**src/design/rcbo_map.svh**
```systemverilog
// Overview of operation
// - Software reset sets the software-reset cause flag; it stays until software or a power-on reset clears it.
// - A reset from the external pin sets the pin-reset cause flag, bit 6.
// - Program counter beyond flash requests chip reset and sets fault flag, bit 5.
// - In debug with debug option 0, fault only sets the flag, no reset.
// - Bit 7 switches the detector; its output is ignored for three slow clocks.
// - Two-bit level field selects trip level: 11/10/01/00 are 2.2/2.7/3.7/4.4 V.
// - Threshold crossing either way sets event flag bit 3; interrupt needs both enables.
// - Bit 2 enables reset of the chip when supply drops below threshold.
// - A brown-out reset of the chip sets the brown-out reset flag, bit 1.
// - Read-only bit 0 reads 1 only while enabled and supply below threshold.
// - Every reset reloads enable, level and reset enable from option byte two.
// - Event flag reset value follows option byte and supply level during reset.
// - Writes to brown-out control take effect only after the timed-access unlock.
`ifndef RCBO_MAP_SVH
`define RCBO_MAP_SVH

// ----------------------------------------------------------------
// Register indices (byte address is four times the index)
// ----------------------------------------------------------------
`define RCBO_IDX_AUX        10'h0a2
`define RCBO_IDX_BOD        10'h0a3
`define RCBO_IDX_TA         10'h0c7
`define RCBO_IDX_NONE       10'h3ff

// ----------------------------------------------------------------
// Field positions
// ----------------------------------------------------------------
`define RCBO_AUX_SW         7
`define RCBO_AUX_PIN        6
`define RCBO_AUX_FAULT      5
`define RCBO_BOD_ON         7
`define RCBO_BOD_LVL_HI     5
`define RCBO_BOD_LVL_LO     4
`define RCBO_BOD_EVT        3
`define RCBO_BOD_RSTON      2
`define RCBO_BOD_RSTF       1
`define RCBO_BOD_STATE      0

// ----------------------------------------------------------------
// Timed access and timing
// ----------------------------------------------------------------
`define RCBO_TA_KEY1        8'haa
`define RCBO_TA_KEY2        8'h55
`define RCBO_TA_WINDOW      3'h4
`define RCBO_BLANK_TICKS    2'h3

// ----------------------------------------------------------------
// Bus answers
// ----------------------------------------------------------------
`define RCBO_RESP_OKAY      2'h0
`define RCBO_RESP_SLVERR    2'h2

`endif

```
**src/design/rcbo_pkg.sv**
```systemverilog
package rcbo_pkg;
   typedef enum logic [1:0] {TA_LOCKED, TA_KEY1, TA_OPEN} rcbo_ta_t;
   typedef logic [9:0] rcbo_idx_t;
endpackage

```
**src/design/rcbo_bod_if.sv**
```systemverilog
`timescale 1ns/1ns
interface rcbo_bod_if;
   logic detectOn;
   logic belowSync;
   logic level;
   logic crossEvt;
   modport sense (input detectOn, output belowSync, output level, output crossEvt);
   modport ctrl  (output detectOn, input belowSync, input level, input crossEvt);
endinterface

```
**src/design/rcbo_bod_sense.sv**
```systemverilog
`timescale 1ns/1ns
`include "rcbo_map.svh"
module rcbo_bod_sense
   import rcbo_pkg::*;
(
   input  wire logic sys_clk,
   input  wire logic reset,
   input  wire logic clkEn,
   input  wire logic cmpRaw,
   input  wire logic lircRaw,
   rcbo_bod_if.sense bod
);
   logic       cmpMeta_ff;
   logic       cmpSync_ff;
   logic       cmpPrev_ff;
   logic       lircMeta_ff;
   logic       lircSync_ff;
   logic       lircPrev_ff;
   logic [1:0] blankCnt_ff;
   logic       settled_ff;
   logic       level_ff;
   logic       evt_ff;
   logic       settledNow;

   // ----------------------------------------------------------------
   // Synchronisers, not reset so the level is seen during reset
   // ----------------------------------------------------------------
   always_ff @(posedge sys_clk) begin
      if (clkEn) begin
         cmpMeta_ff  <= cmpRaw;
         cmpSync_ff  <= cmpMeta_ff;
         cmpPrev_ff  <= cmpSync_ff;
         lircMeta_ff <= lircRaw;
         lircSync_ff <= lircMeta_ff;
         lircPrev_ff <= lircSync_ff;
      end
   end

   // ----------------------------------------------------------------
   // Blanking after enable
   // ----------------------------------------------------------------
   always_ff @(posedge sys_clk) begin
      if (reset) begin
         blankCnt_ff <= 2'h0;
      end else if (clkEn) begin
         if (!bod.detectOn) begin
            blankCnt_ff <= 2'h0;
         end else if (lircSync_ff && !lircPrev_ff && blankCnt_ff != `RCBO_BLANK_TICKS) begin
            blankCnt_ff <= blankCnt_ff + 2'h1;
         end
      end
   end

   assign settledNow = bod.detectOn && (blankCnt_ff == `RCBO_BLANK_TICKS);

   always_ff @(posedge sys_clk) begin
      if (reset) begin
         settled_ff <= 1'b0;
         level_ff   <= 1'b0;
         evt_ff     <= 1'b0;
      end else if (clkEn) begin
         settled_ff <= settledNow;
         level_ff   <= settledNow && cmpSync_ff;
         evt_ff     <= settledNow && settled_ff && (cmpSync_ff != cmpPrev_ff);
      end
   end

   assign bod.belowSync = cmpSync_ff;
   assign bod.level     = level_ff;
   assign bod.crossEvt  = evt_ff;
endmodule

```
**src/design/rcbo_ctrl.sv**
```systemverilog
// The AXI4-Lite slave port was left to the implementer.
`timescale 1ns/1ns
`include "rcbo_map.svh"
module rcbo_ctrl
   import rcbo_pkg::*;
#(
   parameter int ADDR_W = 12
)
(
   input  wire logic              sys_clk,
   input  wire logic              reset,
   input  wire logic              clkEn,
   input  wire logic              powerOnReset,
   input  wire logic              resetBySoftware,
   input  wire logic              resetPinRaw,
   input  wire logic              pcOverflow,
   input  wire logic              onChipDebug,
   input  wire logic              debugEnableOption,
   input  wire logic              brownoutCmpRaw,
   input  wire logic              lowSpeedOscillator,
   input  wire logic [7:0]        bootOptionByteTwo,
   input  wire logic              brownoutIrqEnable,
   input  wire logic              globalIrqEnable,
   output logic                   chipResetReq,
   output logic                   brownoutIrq,
   output logic                   brownoutDetectOn,
   output logic [1:0]             brownoutThreshold,
   input  wire logic [ADDR_W-1:0] s_axi_awaddr,
   input  wire logic              s_axi_awvalid,
   output logic                   s_axi_awready,
   input  wire logic [31:0]       s_axi_wdata,
   input  wire logic [3:0]        s_axi_wstrb,
   input  wire logic              s_axi_wvalid,
   output logic                   s_axi_wready,
   output logic [1:0]             s_axi_bresp,
   output logic                   s_axi_bvalid,
   input  wire logic              s_axi_bready,
   input  wire logic [ADDR_W-1:0] s_axi_araddr,
   input  wire logic              s_axi_arvalid,
   output logic                   s_axi_arready,
   output logic [31:0]            s_axi_rdata,
   output logic [1:0]             s_axi_rresp,
   output logic                   s_axi_rvalid,
   input  wire logic              s_axi_rready
);
   rcbo_bod_if bodIf ();

   logic              awready_ff;
   logic              awHeld_ff;
   logic [ADDR_W-1:0] awAddr_ff;
   logic              wready_ff;
   logic              wHeld_ff;
   logic [7:0]        wData_ff;
   logic              wStrb0_ff;
   logic              bvalid_ff;
   logic [1:0]        bresp_ff;
   logic              arready_ff;
   logic              rvalid_ff;
   logic [31:0]       rdata_ff;
   logic [1:0]        rresp_ff;
   rcbo_ta_t          taState_ff;
   logic [2:0]        taCnt_ff;
   logic              pinMeta_ff;
   logic              pinSync_ff;
   logic              swFlag_ff;
   logic              pinFlag_ff;
   logic              faultFlag_ff;
   logic              bodOn_ff;
   logic [1:0]        lvlSel_ff;
   logic              evtFlag_ff;
   logic              rstOn_ff;
   logic              rstFlag_ff;
   logic              chipResetReq_ff;
   logic              irq_ff;
   logic              doWrite;
   rcbo_idx_t         wrIdx;
   logic              wrAux;
   logic              wrBod;
   logic              wrTa;
   logic              faultReset;
   logic              bodReset;

   // ----------------------------------------------------------------
   // Address decode
   // ----------------------------------------------------------------
   function automatic rcbo_idx_t regIdx(input logic [ADDR_W-1:0] addr);
      rcbo_idx_t idx;
      idx = rcbo_idx_t'(addr[ADDR_W-1:2]);
      if (addr[1:0] != 2'h0) begin
         return `RCBO_IDX_NONE;
      end
      if (idx == `RCBO_IDX_AUX || idx == `RCBO_IDX_BOD || idx == `RCBO_IDX_TA) begin
         return idx;
      end
      return `RCBO_IDX_NONE;
   endfunction

   assign doWrite = awHeld_ff && wHeld_ff && !bvalid_ff;
   assign wrIdx   = regIdx(awAddr_ff);
   assign wrAux   = doWrite && wStrb0_ff && (wrIdx == `RCBO_IDX_AUX);
   assign wrTa    = doWrite && wStrb0_ff && (wrIdx == `RCBO_IDX_TA);
   assign wrBod   = doWrite && wStrb0_ff && (wrIdx == `RCBO_IDX_BOD)
                    && (taState_ff == TA_OPEN);

   // ----------------------------------------------------------------
   // Write address and data channels
   // ----------------------------------------------------------------
   always_ff @(posedge sys_clk) begin
      if (reset) begin
         awready_ff <= 1'b0;
         awHeld_ff  <= 1'b0;
         awAddr_ff  <= '0;
      end else if (clkEn) begin
         if (s_axi_awvalid && awready_ff) begin
            awready_ff <= 1'b0;
            awHeld_ff  <= 1'b1;
            awAddr_ff  <= s_axi_awaddr;
         end else if (bvalid_ff && s_axi_bready) begin
            awHeld_ff  <= 1'b0;
            awready_ff <= 1'b1;
         end else if (!awHeld_ff) begin
            awready_ff <= 1'b1;
         end
      end
   end

   always_ff @(posedge sys_clk) begin
      if (reset) begin
         wready_ff <= 1'b0;
         wHeld_ff  <= 1'b0;
         wData_ff  <= 8'h00;
         wStrb0_ff <= 1'b0;
      end else if (clkEn) begin
         if (s_axi_wvalid && wready_ff) begin
            wready_ff <= 1'b0;
            wHeld_ff  <= 1'b1;
            wData_ff  <= s_axi_wdata[7:0];
            wStrb0_ff <= s_axi_wstrb[0];
         end else if (bvalid_ff && s_axi_bready) begin
            wHeld_ff  <= 1'b0;
            wready_ff <= 1'b1;
         end else if (!wHeld_ff) begin
            wready_ff <= 1'b1;
         end
      end
   end

   always_ff @(posedge sys_clk) begin
      if (reset) begin
         bvalid_ff <= 1'b0;
         bresp_ff  <= `RCBO_RESP_OKAY;
      end else if (clkEn) begin
         if (doWrite) begin
            bvalid_ff <= 1'b1;
            bresp_ff  <= (wrIdx == `RCBO_IDX_NONE) ? `RCBO_RESP_SLVERR : `RCBO_RESP_OKAY;
         end else if (bvalid_ff && s_axi_bready) begin
            bvalid_ff <= 1'b0;
         end
      end
   end

   // ----------------------------------------------------------------
   // Read channel
   // ----------------------------------------------------------------
   always_ff @(posedge sys_clk) begin
      if (reset) begin
         arready_ff <= 1'b0;
         rvalid_ff  <= 1'b0;
         rdata_ff   <= 32'h0000_0000;
         rresp_ff   <= `RCBO_RESP_OKAY;
      end else if (clkEn) begin
         if (s_axi_arvalid && arready_ff) begin
            arready_ff <= 1'b0;
            rvalid_ff  <= 1'b1;
            rdata_ff   <= 32'h0000_0000;
            rresp_ff   <= `RCBO_RESP_OKAY;
            unique case (regIdx(s_axi_araddr))
               `RCBO_IDX_AUX: begin
                  rdata_ff[`RCBO_AUX_SW]    <= swFlag_ff;
                  rdata_ff[`RCBO_AUX_PIN]   <= pinFlag_ff;
                  rdata_ff[`RCBO_AUX_FAULT] <= faultFlag_ff;
               end
               `RCBO_IDX_BOD: begin
                  rdata_ff[`RCBO_BOD_ON]                      <= bodOn_ff;
                  rdata_ff[`RCBO_BOD_LVL_HI:`RCBO_BOD_LVL_LO] <= lvlSel_ff;
                  rdata_ff[`RCBO_BOD_EVT]                     <= evtFlag_ff;
                  rdata_ff[`RCBO_BOD_RSTON]                   <= rstOn_ff;
                  rdata_ff[`RCBO_BOD_RSTF]                    <= rstFlag_ff;
                  rdata_ff[`RCBO_BOD_STATE]                   <= bodIf.level;
               end
               `RCBO_IDX_TA: begin
               end
               default: begin
                  rresp_ff <= `RCBO_RESP_SLVERR;
               end
            endcase
         end else if (rvalid_ff && s_axi_rready) begin
            rvalid_ff  <= 1'b0;
            arready_ff <= 1'b1;
         end else if (!rvalid_ff) begin
            arready_ff <= 1'b1;
         end
      end
   end

   // ----------------------------------------------------------------
   // Timed-access guard
   // ----------------------------------------------------------------
   always_ff @(posedge sys_clk) begin
      if (reset) begin
         taState_ff <= TA_LOCKED;
         taCnt_ff   <= 3'h0;
      end else if (clkEn) begin
         if (wrTa && wData_ff == `RCBO_TA_KEY1) begin
            taState_ff <= TA_KEY1;
            taCnt_ff   <= `RCBO_TA_WINDOW;
         end else if (wrTa && taState_ff == TA_KEY1 && wData_ff == `RCBO_TA_KEY2) begin
            taState_ff <= TA_OPEN;
            taCnt_ff   <= `RCBO_TA_WINDOW;
         end else if (doWrite || (taState_ff != TA_LOCKED && taCnt_ff == 3'h0)) begin
            taState_ff <= TA_LOCKED;
         end else if (taCnt_ff != 3'h0) begin
            taCnt_ff <= taCnt_ff - 3'h1;
         end
      end
   end

   // ----------------------------------------------------------------
   // Reset cause flags
   // ----------------------------------------------------------------
   always_ff @(posedge sys_clk) begin
      if (powerOnReset) begin
         pinMeta_ff <= 1'b0;
         pinSync_ff <= 1'b0;
      end else if (clkEn || reset) begin
         pinMeta_ff <= resetPinRaw;
         pinSync_ff <= pinMeta_ff;
      end
   end

   assign faultReset = pcOverflow && !(onChipDebug && !debugEnableOption);
   assign bodReset   = rstOn_ff && bodIf.level;

   always_ff @(posedge sys_clk) begin
      if (powerOnReset) begin
         swFlag_ff    <= 1'b0;
         pinFlag_ff   <= 1'b0;
         faultFlag_ff <= 1'b0;
      end else if (reset) begin
         swFlag_ff  <= swFlag_ff | resetBySoftware;
         pinFlag_ff <= pinFlag_ff | pinSync_ff;
      end else if (clkEn) begin
         if (wrAux) begin
            swFlag_ff    <= wData_ff[`RCBO_AUX_SW];
            pinFlag_ff   <= wData_ff[`RCBO_AUX_PIN];
            faultFlag_ff <= wData_ff[`RCBO_AUX_FAULT] | pcOverflow;
         end else if (pcOverflow) begin
            faultFlag_ff <= 1'b1;
         end
      end
   end

   always_ff @(posedge sys_clk) begin
      if (reset || powerOnReset) begin
         chipResetReq_ff <= 1'b0;
      end else if (clkEn && (faultReset || bodReset)) begin
         chipResetReq_ff <= 1'b1;
      end
   end

   // ----------------------------------------------------------------
   // Brown-out control
   // ----------------------------------------------------------------
   always_ff @(posedge sys_clk) begin
      if (reset || powerOnReset) begin
         bodOn_ff  <= bootOptionByteTwo[`RCBO_BOD_ON];
         lvlSel_ff <= bootOptionByteTwo[`RCBO_BOD_LVL_HI:`RCBO_BOD_LVL_LO];
         rstOn_ff  <= bootOptionByteTwo[`RCBO_BOD_RSTON];
      end else if (clkEn && wrBod) begin
         bodOn_ff  <= wData_ff[`RCBO_BOD_ON];
         lvlSel_ff <= wData_ff[`RCBO_BOD_LVL_HI:`RCBO_BOD_LVL_LO];
         rstOn_ff  <= wData_ff[`RCBO_BOD_RSTON];
      end
   end

   always_ff @(posedge sys_clk) begin
      if (reset || powerOnReset) begin
         evtFlag_ff <= bootOptionByteTwo[`RCBO_BOD_ON] && bodIf.belowSync;
      end else if (clkEn) begin
         if (wrBod) begin
            evtFlag_ff <= wData_ff[`RCBO_BOD_EVT] | bodIf.crossEvt;
         end else if (bodIf.crossEvt) begin
            evtFlag_ff <= 1'b1;
         end
      end
   end

   always_ff @(posedge sys_clk) begin
      if (powerOnReset) begin
         rstFlag_ff <= 1'b0;
      end else if (!reset && clkEn) begin
         if (wrBod) begin
            rstFlag_ff <= wData_ff[`RCBO_BOD_RSTF] | bodReset;
         end else if (bodReset) begin
            rstFlag_ff <= 1'b1;
         end
      end
   end

   always_ff @(posedge sys_clk) begin
      if (reset || powerOnReset) begin
         irq_ff <= 1'b0;
      end else if (clkEn) begin
         irq_ff <= evtFlag_ff && brownoutIrqEnable && globalIrqEnable;
      end
   end

   // ----------------------------------------------------------------
   // Comparator conditioning
   // ----------------------------------------------------------------
   assign bodIf.detectOn = bodOn_ff;

   rcbo_bod_sense u_sense (
      .sys_clk (sys_clk),
      .reset   (reset),
      .clkEn   (clkEn),
      .cmpRaw  (brownoutCmpRaw),
      .lircRaw (lowSpeedOscillator),
      .bod     (bodIf.sense)
   );

   assign chipResetReq      = chipResetReq_ff;
   assign brownoutIrq       = irq_ff;
   assign brownoutDetectOn  = bodOn_ff;
   assign brownoutThreshold = lvlSel_ff;
   assign s_axi_awready     = awready_ff;
   assign s_axi_wready      = wready_ff;
   assign s_axi_bvalid      = bvalid_ff;
   assign s_axi_bresp       = bresp_ff;
   assign s_axi_arready     = arready_ff;
   assign s_axi_rvalid      = rvalid_ff;
   assign s_axi_rdata       = rdata_ff;
   assign s_axi_rresp       = rresp_ff;
endmodule

```
**config.mk**
```make
export PLATFORM = sky130hd
export DESIGN_NAME = rcbo_ctrl
export DESIGN_NICKNAME = d
export VERILOG_FILES = /design/src/design/rcbo_pkg.sv /design/src/design/rcbo_bod_if.sv /design/src/design/rcbo_bod_sense.sv /design/src/design/rcbo_ctrl.sv
export VERILOG_INCLUDE_DIRS = /design/src /design/src/design
export SDC_FILE = /design/constraint.sdc
export NUM_CORES = 1
export LEC_CHECK = 0
export BUFFER_PORTS_ARGS = -buffer_cell sky130_fd_sc_hd__buf_4
export CELL_PAD_IN_SITES_DETAIL_PLACEMENT = 0
export CELL_PAD_IN_SITES_GLOBAL_PLACEMENT = 1
export CORE_MARGIN = 1
export CORE_UTILIZATION = 31
export CTS_BUF_LIST = sky130_fd_sc_hd__clkbuf_2 sky130_fd_sc_hd__clkbuf_4 sky130_fd_sc_hd__clkbuf_8
export DETAILED_ROUTE_END_ITERATION = 8
export GPL_ROUTABILITY_DRIVEN = 0
export GPL_TIMING_DRIVEN = 0
export PLACE_DENSITY_LB_ADDON = 0.1
export SKIP_LAST_GASP = 1
export SLEW_MARGIN = 0
export SYNTH_ARGS = -nofsm -noshare
export SYNTH_HDL_FRONTEND = slang
export SYNTH_SLANG_ARGS = --single-unit
```
**constraint.sdc**
```tcl
create_clock -name sys_clk -period 1.7 [get_ports sys_clk]
set_input_delay 0.085 -clock sys_clk [delete_from_list [all_inputs] [get_ports sys_clk]]
set_output_delay 0.085 -clock sys_clk [all_outputs]
set_load 0.03 [all_outputs]
```
==> metrics.yaml, run 1 <==
r2r_cells: 5
syn_avg_cell_area_um2: 8.83
row_count: 35
finalCritPeriodShare: 1.10
synth_cell_type_count: 49
report.final.hold_viol_count: 0
path_max_fanout: 4
drcViolationCount: 0
worst-path-buf-inv: 1
track_usage: 0.169
ant_nets: 0
power.density_nw_per_um2: 834
crit_required_ns: 1.76
critPathKind: "flop to flop"
min_from: "s_axi_awaddr[6]"
crit_path_max_incr_delay_ns: 0.55
wl_per_cell_um: 13.7
synth-seq-cells: 67
start_util: 0.324
min_path_type: "primary input to flop"
yosysMostFrequentCell: "nand2_1"
period_minus_slack_ns: 1.87
synth-edff-count: 11
cts_tree: "done"
holdPathStages: 3
drt_pass1_iterations: 4
post-dp-hpwl_um: 5990
die_h_um: 101
htreeDepth: 3
clock_path_buffers: 2
rr_startpoint: "awAddr_ff[6]$_SDFFE_PP0P_"
die_w_um: 101
hold_slack_ns: 0.00422
ioPinCount: 132
synthTopCellsByArea: "dfxtp_1 37%, edfxtp_1 11%, nand2_1 8.3%"
num-fill-cells: 995
finalWirelength_um: 8430
final_nets: 570
root_buffer: "clkbuf_8"
ir_worst_vdd_mv: 0.656
clock_sinks: 67
synth.cell_area_um2: 3040
ys.flop_type: "dfxtp_1"
slowest_stage: "or4b_4"
r2r_slack_ns: -0.17
final-setup-viol-count: 13
ys_warn_count: 0
via_count: 2833
cp-end-kind: "flop"
synth_top_area_share: 0.369
rsz0062_at_grt: "true"
holdPathEnd: "awAddr_ff[6]$_SDFFE_PP0P_"
grt_pass1_wl_um: 13000
syn_inst: 344
port_buffers: 72
final.setup.worst_slack_ns: -0.170
critical_path_arrival_ns: 1.93
async_flop_share: 0
die_area_um2: 10200
path_cells: "or4b_4 -> nor4_4 -> buf_4 -> and2_4 -> a21o_4"
synth_top_area_cell: "dfxtp_1"
slew_headroom: 0.553
coreArea_um2: 9370
stdcell_count: 615
drtIter0Drc: 113
place_inst: 570
grt_max_degree: 12
grt-ovfl-total: 0
area_growth_pct: 44.5
insertion_delay_ns: 0.34
antenna_found_initial: 0
p_leak_nw: 1.81
vias_per_cell: 4.61
drive_above_1_share: 0.298
skew_ns: 0.00881
status: "complete, but fails checks"
tritoncts.num_buffers: 9
crit_family: "simple AND/OR/NAND/NOR gates"
r2r_end: "brownoutThreshold[0]$_DFFE_PP_"
antennaDiodeCount: 0
worst_pin_slew_ns: 0.671
cp-start-kind: "flop"
netlist_top_cells_count: "67 x nand2_1, 56 x dfxtp_1, 39 x a21oi_1"
clk_transition_reported_paths_ns: 0.07
clock.fmax_mhz: 535
grt_pass1_vias: 2564
ys_seq_area_frac: 0.478
violations: "setup timing"
maxCapViolCount: 0
drv_slew: 0
## worst max path at each step
stage                                          end                       start  depth (start not counted)
global placement    brownoutThreshold[0]$_DFFE_PP_  awAddr_ff[11]$_SDFFE_PP0P_                          4
detailed placement  brownoutThreshold[1]$_DFFE_PP_   awAddr_ff[8]$_SDFFE_PP0P_                          4
global route        brownoutThreshold[1]$_DFFE_PP_   awAddr_ff[6]$_SDFFE_PP0P_                          5
floorplan               brownoutDetectOn$_DFFE_PP_  awAddr_ff[11]$_SDFFE_PP0P_                          4
finish              brownoutThreshold[0]$_DFFE_PP_   awAddr_ff[6]$_SDFFE_PP0P_                          5
CTS                 brownoutThreshold[0]$_DFFE_PP_   awAddr_ff[1]$_SDFFE_PP0P_                          4
## cell usage in the layout (no fill, tap or decap), types with 3 or more instances in the layout
master         instances
buf_4                106
nand2_1               67
dfxtp_1               55
a21oi_1               38
conb_1                26
dlygate4sd3_1         21
nor2_1                20
clkbuf_1              14
edfxtp_1              11
o21ai_0               10
clkbuf_8              10
nand4_1                8
nand3_1                7
inv_1                  5
a22o_1                 5
nand2b_1               4
or4bb_1                4
nand4b_1               3
xnor2_1                3
mux2i_1                3
nor3_1                 3
nor3_2                 3
ha_1                   3
## routing by layer
layer	track usage	up-vias	share of wire
met3	0.0465	6	0.048
met4	0.0401	0	0.0072
met5	0	-	0
li1	-	1438	-
met1	0.218	1310	0.47
met2	0.279	79	0.47
## worst register-to-register path, cell delays in order (launching register included)
cell     delay, ns
dfxtp_2       0.33
or4b_4        0.55
nor4_4        0.24
buf_4         0.18
and2_4        0.15
a21o_4        0.15
## stage by stage
step                total power, mW  utilization  setup TNS, ns  area [µm²]  setup slack [ns]
detailed placement             2.34        0.409          -6.15        3840            -0.375
floorplan                      2.13            -         -0.599        3140            -0.135
finish                         3.66        0.468          -1.12        4390            -0.170
CTS                            3.69        0.459          -2.13        4300            -0.251
global placement               2.33        0.409          -6.09        3840            -0.372
global route                   3.84        0.468          -1.80        4390            -0.198
## sequential cells by signal (all words and copies together), names as in the netlist, 2 cells and up
signal               cells
awAddr_ff               12
s_axi_rdata              8
wData_ff                 8
taCnt_ff                 3
brownoutThreshold        2
taState_ff               2
u_sense.blankCnt_ff      2
## layout make-up
class                   count  area (µm²)  share of cell area
well taps                 129         161              0.0368
multi-input cells         256        1500               0.342
clock inverters             6        55.1              0.0125
flip-flops and latches     67        1450               0.331
plain buffers              41         253              0.0576
inverters                   5        18.8             0.00428
repair buffers            101         811               0.185
clock buffers              10         138              0.0314
## power breakdown
group | leakage [nW] | switching [mW] | internal (mW)
Clock | 0.0971 | 0.604 | 0.702
Combinational | 1.14 | 0.330 | 0.287
Sequential | 0.566 | 0.0495 | 1.69
Total | 1.81 | 0.984 | 2.68
## what timing repair did
item	4_1_cts	5_1_grt
gates resized for setup	7	12
pin swaps	5	12
setup endpoints to repair	20	18
endpoints found under the hold margin	20	6
setup buffers	5	3
hold buffers	20	1
## kinds of logic (layout without fill, tap and decap cells)
logic type / after synthesis / count (layout) / synth area share
and+or+nand+nor: 147 / 147 / 0.251
AOI/OAI and AO/OA: 74 / 74 / 0.150
DFF: 67 / 67 / 0.478
buffers and inverters: 46 / 163 / 0.0894
adders and majority gates: 3 / 3 / 0.0124
xor gates and xnor gates: 3 / 3 / 0.00865
muxes: 3 / 3 / 0.00989
other: 1 / 26 / 0.00123
Power figures use the tool's default switching activity.
==> run 2, diff against run 1 <==
--- a/config.mk
+++ b/config.mk
@@ -6,7 +6,9 @@
 export SDC_FILE = /design/constraint.sdc
 export NUM_CORES = 1
 export LEC_CHECK = 0
+export ABC_AREA = 1
 export BUFFER_PORTS_ARGS = -buffer_cell sky130_fd_sc_hd__buf_4
+export CAP_MARGIN = 10
 export CELL_PAD_IN_SITES_DETAIL_PLACEMENT = 0
 export CELL_PAD_IN_SITES_GLOBAL_PLACEMENT = 1
 export CORE_MARGIN = 1
@@ -16,6 +18,7 @@
 export GPL_ROUTABILITY_DRIVEN = 0
 export GPL_TIMING_DRIVEN = 0
 export PLACE_DENSITY_LB_ADDON = 0.1
+export REMOVE_ABC_BUFFERS = 1
 export SKIP_LAST_GASP = 1
 export SLEW_MARGIN = 0
 export SYNTH_ARGS = -nofsm -noshare
==> metrics.yaml, run 2 <==
synthTopCellsByArea: "dfxtp_1 34%, edfxtp_1 10%, nand2_1 9.6%"
ant_nets: 0
die_w_um: 105
report.final.hold_viol_count: 0
ys_warn_count: 0
grt_max_degree: 31
grt_pass1_vias: 2785
wl_per_cell_um: 12.4
p_leak_nw: 1.78
cp-end-kind: "flop"
worst_pin_slew_ns: 0.887
clk_transition_reported_paths_ns: 0.07
path_cells: "inv_1 -> nor2_1 -> and2_1 -> nand2_1 -> nor2_2 -> nand4_4 -> nand2_2 -> inv_2 -> a21oi_1"
grt-ovfl-total: 0
clock.fmax_mhz: 638
ys_seq_area_frac: 0.445
synth_cell_type_count: 38
cts_tree: "done"
synth_top_area_share: 0.344
dpl_cell_area_um2: 3830
ys.flop_type: "dfxtp_1"
min_path_type: "primary input to flop"
rsz0062_at_grt: "true"
clock_path_buffers: 2
htreeDepth: 3
crit_path_max_incr_delay_ns: 0.33
async_flop_share: 0
drcViolationCount: 0
synth.cell_area_um2: 3260
yosys.area_share.simple: 0.258
antenna_found_initial: 0
slowest_stage: "dfxtp_1"
tritoncts.num_buffers: 9
ioPinCount: 132
layout_common_cells: "82 x nand2_1, 74 x buf_4, 55 x dfxtp_1"
ir_worst_vdd_mv: 0.461
antennaDiodeCount: 0
syn_inst: 438
largest_reg_flops: 12
cp-start-kind: "flop"
worst-path-buf-inv: 2
root_buffer: "clkbuf_8"
yosysMostFrequentCell: "nand2_1"
drtIter0Drc: 89
die_area_um2: 10900
num-fill-cells: 1120
finalCritPeriodShare: 0.922
finalWirelength_um: 8140
synth_compound_area_frac: 0.142
syn_avg_cell_area_um2: 7.44
drive_above_1_share: 0.226
fin_area_um2: 4080
crit_required_ns: 1.75
path_max_fanout: 3
skew_ns: 0.00759
area_growth_pct: 25.1
final_nets: 605
clock_sinks: 67
top_register: "awAddr_ff"
via_count: 2954
die_h_um: 105
final-setup-viol-count: 0
track_usage: 0.156
critical_path_arrival_ns: 1.62
drv_slew: 0
final_util: 0.397
grt_pass1_wl_um: 13200
maxCapViolCount: 0
status: "completed"
post-dp-hpwl_um: 6160
synthAdderAreaFrac: 0.0115
hold_slack_ns: 0.0174
netlist_top_cells_count: "83 x nand2_1, 56 x dfxtp_1, 45 x nor2_1"
synth-edff-count: 11
port_buffers: 74
synth_top_area_cell: "dfxtp_1"
crit_family: "simple AND/OR/NAND/NOR gates"
mostFrequentLayoutCell: "nand2_1"
fin_setup_tns_ns: 0
synth-seq-cells: 67
synthXorXnorAreaFrac: 0.00269
synth_top_family_by_area: "simple AND/OR/NAND/NOR gates"
start_util: 0.317
pre_cts_ws_ns: -0.130
insertion_delay_ns: 0.34
final.setup.worst_slack_ns: 0.133
drt_pass1_iterations: 4
vias_per_cell: 4.50
period_minus_slack_ns: 1.57
power.density_nw_per_um2: 816
coreArea_um2: 10300
slew_headroom: 0.408
yosys-mux-area-fraction: 0
row_count: 37
critPathKind: "flop to flop"
## run 2: final timing paths
kind,from,end,slack (ns),cells after the start
setup reg to reg,awAddr_ff[3]$_SDFFE_PP0P_,evtFlag_ff$_DFFE_PP_,0.13,9
hold / removal,s_axi_awaddr[0],awAddr_ff[0]$_SDFFE_PP0P_,0.02,3
setup / recovery,awAddr_ff[3]$_SDFFE_PP0P_,evtFlag_ff$_DFFE_PP_,0.13,9
hold reg to reg,u_sense.cmpMeta_ff$_DFFE_PP_,u_sense.bod.belowSync$_DFFE_PP_,0.43,0
## run 2: routing by layer
layer  GRT usage  up-vias  part of all wire
met5           0        -                 0
met2       0.267       68              0.50
met1       0.183     1333              0.44
met4      0.0510        0             0.012
li1            -     1545                 -
met3      0.0530        8             0.046
## run 2: repair_timing
| action | in CTS | in global routing |
|---|---|---|
| buffers inserted | 0 | 0 |
| hold buffers | 6 | 0 |
| setup endpoints to repair | 4 | 9 |
| endpoints found under the hold margin | 7 | 0 |
| resized for setup | 2 | 5 |
## run 2: area by class of cell
class | count | area (µm²) | area share
Tap cell | 136 | 170 | 0.0417
Timing Repair Buffer | 80 | 616 | 0.151
Inverter | 54 | 203 | 0.0497
Multi-Input combinational cell | 304 | 1480 | 0.362
Clock buffer | 10 | 131 | 0.0322
Sequential cell | 67 | 1450 | 0.356
Clock inverter | 6 | 32.5 | 0.00797
## run 2: worst register-to-register path: stages (launching register included)
cell,delay (ns)
dfxtp_1,0.33
inv_1,0.06
nor2_1,0.13
and2_1,0.14
nand2_1,0.06
nor2_2,0.13
nand4_4,0.13
nand2_2,0.11
inv_2,0.05
a21oi_1,0.14
## run 2: cell families (layout without fill, tap and decap cells)
kind of cell               after synthesis  after routing
other                                    1             26
buffers and inverters                   92            150
and+or+nand+nor                        188            188
adders and majority gates                3              3
xor gates and xnor gates                 1              1
DFF                                     67             67
AOI/OAI and AO/OA                       86             86
## run 2: metrics by stage
| step | power, mW | instances |
|---|---|---|
| floorplan | 2.01 | 425 |
| global placement | 2.21 | 635 |
| detailed placement | 2.22 | 635 |
| CTS | 3.38 | 657 |
| global route | 3.51 | 657 |
| finish | 3.33 | 657 |
## run 2: where the power goes
| part | switching (mW) | leakage (nW) | internal (mW) | total (mW) |
|---|---|---|---|---|
| logic | 0.294 | 1.13 | 0.171 | 0.464 |
| clock network | 0.606 | 0.0806 | 0.530 | 1.14 |
| registers | 0.0462 | 0.566 | 1.68 | 1.73 |
==> run 3, diff against run 2 <==
--- a/config.mk
+++ b/config.mk
@@ -9,7 +9,7 @@
 export ABC_AREA = 1
 export BUFFER_PORTS_ARGS = -buffer_cell sky130_fd_sc_hd__buf_4
 export CAP_MARGIN = 10
-export CELL_PAD_IN_SITES_DETAIL_PLACEMENT = 0
+export CELL_PAD_IN_SITES_DETAIL_PLACEMENT = 1
 export CELL_PAD_IN_SITES_GLOBAL_PLACEMENT = 1
 export CORE_MARGIN = 1
 export CORE_UTILIZATION = 31
==> metrics.yaml, run 3 (same netlist as run 2, synthesis figures left out) <==
status: "completed"
tritoncts.num_buffers: 9
layout_common_cells: "79 x nand2_1, 78 x buf_4, 49 x dfxtp_1"
row_count: 37
drv_slew: 0
final_nets: 612
slew_headroom: 0.394
p_total_mw: 3.73
post-dp-hpwl_um: 6640
critPathKind: "flop to flop"
p_leak_nw: 1.84
maxCapViolCount: 0
finalWirelength_um: 8830
die_w_um: 105
place_inst: 635
clk_transition_reported_paths_ns: 0.08
cts_tree: "done"
grt-ovfl-total: 0
antennaDiodeCount: 0
grt_max_degree: 31
die_h_um: 105
drt_pass1_iterations: 6
rsz0062_at_grt: "true"
min_path_type: "primary input to flop"
skew_ns: 0.00908
cp-end-kind: "flop"
worst_pin_slew_ns: 0.908
largest_reg_flops: 12
clock_sinks: 67
via_count: 3040
port_buffers: 74
drcViolationCount: 0
power.density_nw_per_um2: 881
clock.fmax_mhz: 615
ir_worst_vdd_mv: 0.419
insertion_delay_ns: 0.35
wl_per_cell_um: 13.3
drive_above_1_share: 0.256
htreeDepth: 3
crit_required_ns: 1.75
antenna_found_initial: 0
final-setup-viol-count: 0
grt_pass1_wl_um: 14300
mostFrequentLayoutCell: "nand2_1"
r2r_slack_ns: 0.07
die_area_um2: 10900
hold_slack_ns: 0.0112
start_util: 0.317
root_buffer: "clkbuf_8"
finalCritPeriodShare: 0.956
period_minus_slack_ns: 1.63
track_usage: 0.167
grt_pass1_vias: 2963
vias_per_cell: 4.58
cp-start-kind: "flop"
drtIter0Drc: 71
stdcell_count: 664
ioPinCount: 132
critical_path_arrival_ns: 1.68
area_growth_pct: 29.8
ant_nets: 0
fin_area_um2: 4230
path_max_fanout: 4
coreArea_um2: 10300
dpl_cell_area_um2: 3830
top_register: "awAddr_ff"
report.final.hold_viol_count: 0
clock_path_buffers: 2
final_util: 0.412
-- run 3: stage by stage --
stage | worst slack [ns] | setup TNS (ns)
after floorplan | 0.0756 | 0
after global placement | -0.135 | -0.539
after detailed placement | -0.154 | -0.615
after CTS | 0.00296 | 0
after global routing | -0.0400 | -0.171
final | 0.0749 | 0
-- run 3: layout make-up --
type,count,area [µm²]
fill,1302,6040
multi-input combinational,304,1500
sequential,67,1460
timing repair buffer,87,676
inverter,54,203
tap,136,170
clock buffer,10,138
clock inverter,6,88.8
-- run 3: timing repair --
action / in CTS / in global routing
hold endpoints to repair: 10 / 0
hold buffers: 9 / 0
resized for setup: 2 / 18
endpoints found under the setup margin: 4 / 16
setup buffers: 0 / 4
pin swaps: 0 / 6
-- run 3: path summary, 6_finish.rpt --
check / from / endpoint / cells past startpoint
worst min register to register: u_sense.lircMeta_ff$_DFFE_PP_ / u_sense.lircSync_ff$_DFFE_PP_ / 0
worst max register to register: awAddr_ff[4]$_SDFFE_PP0P_ / brownoutDetectOn$_DFFE_PP_ / 8
worst max-delay path: awAddr_ff[4]$_SDFFE_PP0P_ / brownoutDetectOn$_DFFE_PP_ / 8
worst min-delay path: resetPinRaw / pinMeta_ff$_SDFFE_PP0P_ / 3
-- run 3: where the power goes --
| part | total (mW) | switching [mW] | internal (mW) | leakage [nW] |
|---|---|---|---|---|
| logic | 0.482 | 0.301 | 0.180 | 1.17 |
| clock network | 1.52 | 0.652 | 0.865 | 0.108 |
| registers | 1.73 | 0.0484 | 1.68 | 0.569 |
-- run 3: critical path, stage by stage, from the launching register on --
cell and delay [ns]:
dfxtp_2 0.33, buf_4 0.13, o21ai_2 0.17, nand2_1 0.09, nor2_2 0.14, nand4_4 0.15, nand2_2 0.12, inv_2 0.05
nor2_4 0.15
-- run 3: per-layer routing --
layer,vias up,share of wire,wire length (µm),track usage
met1,1420,0.43,3790,0.184
met4,0,0.010,91,0.0520
met5,-,0,0,0
li1,1550,-,-,-
met2,64,0.52,4620,0.307
met3,6,0.037,326,0.0480
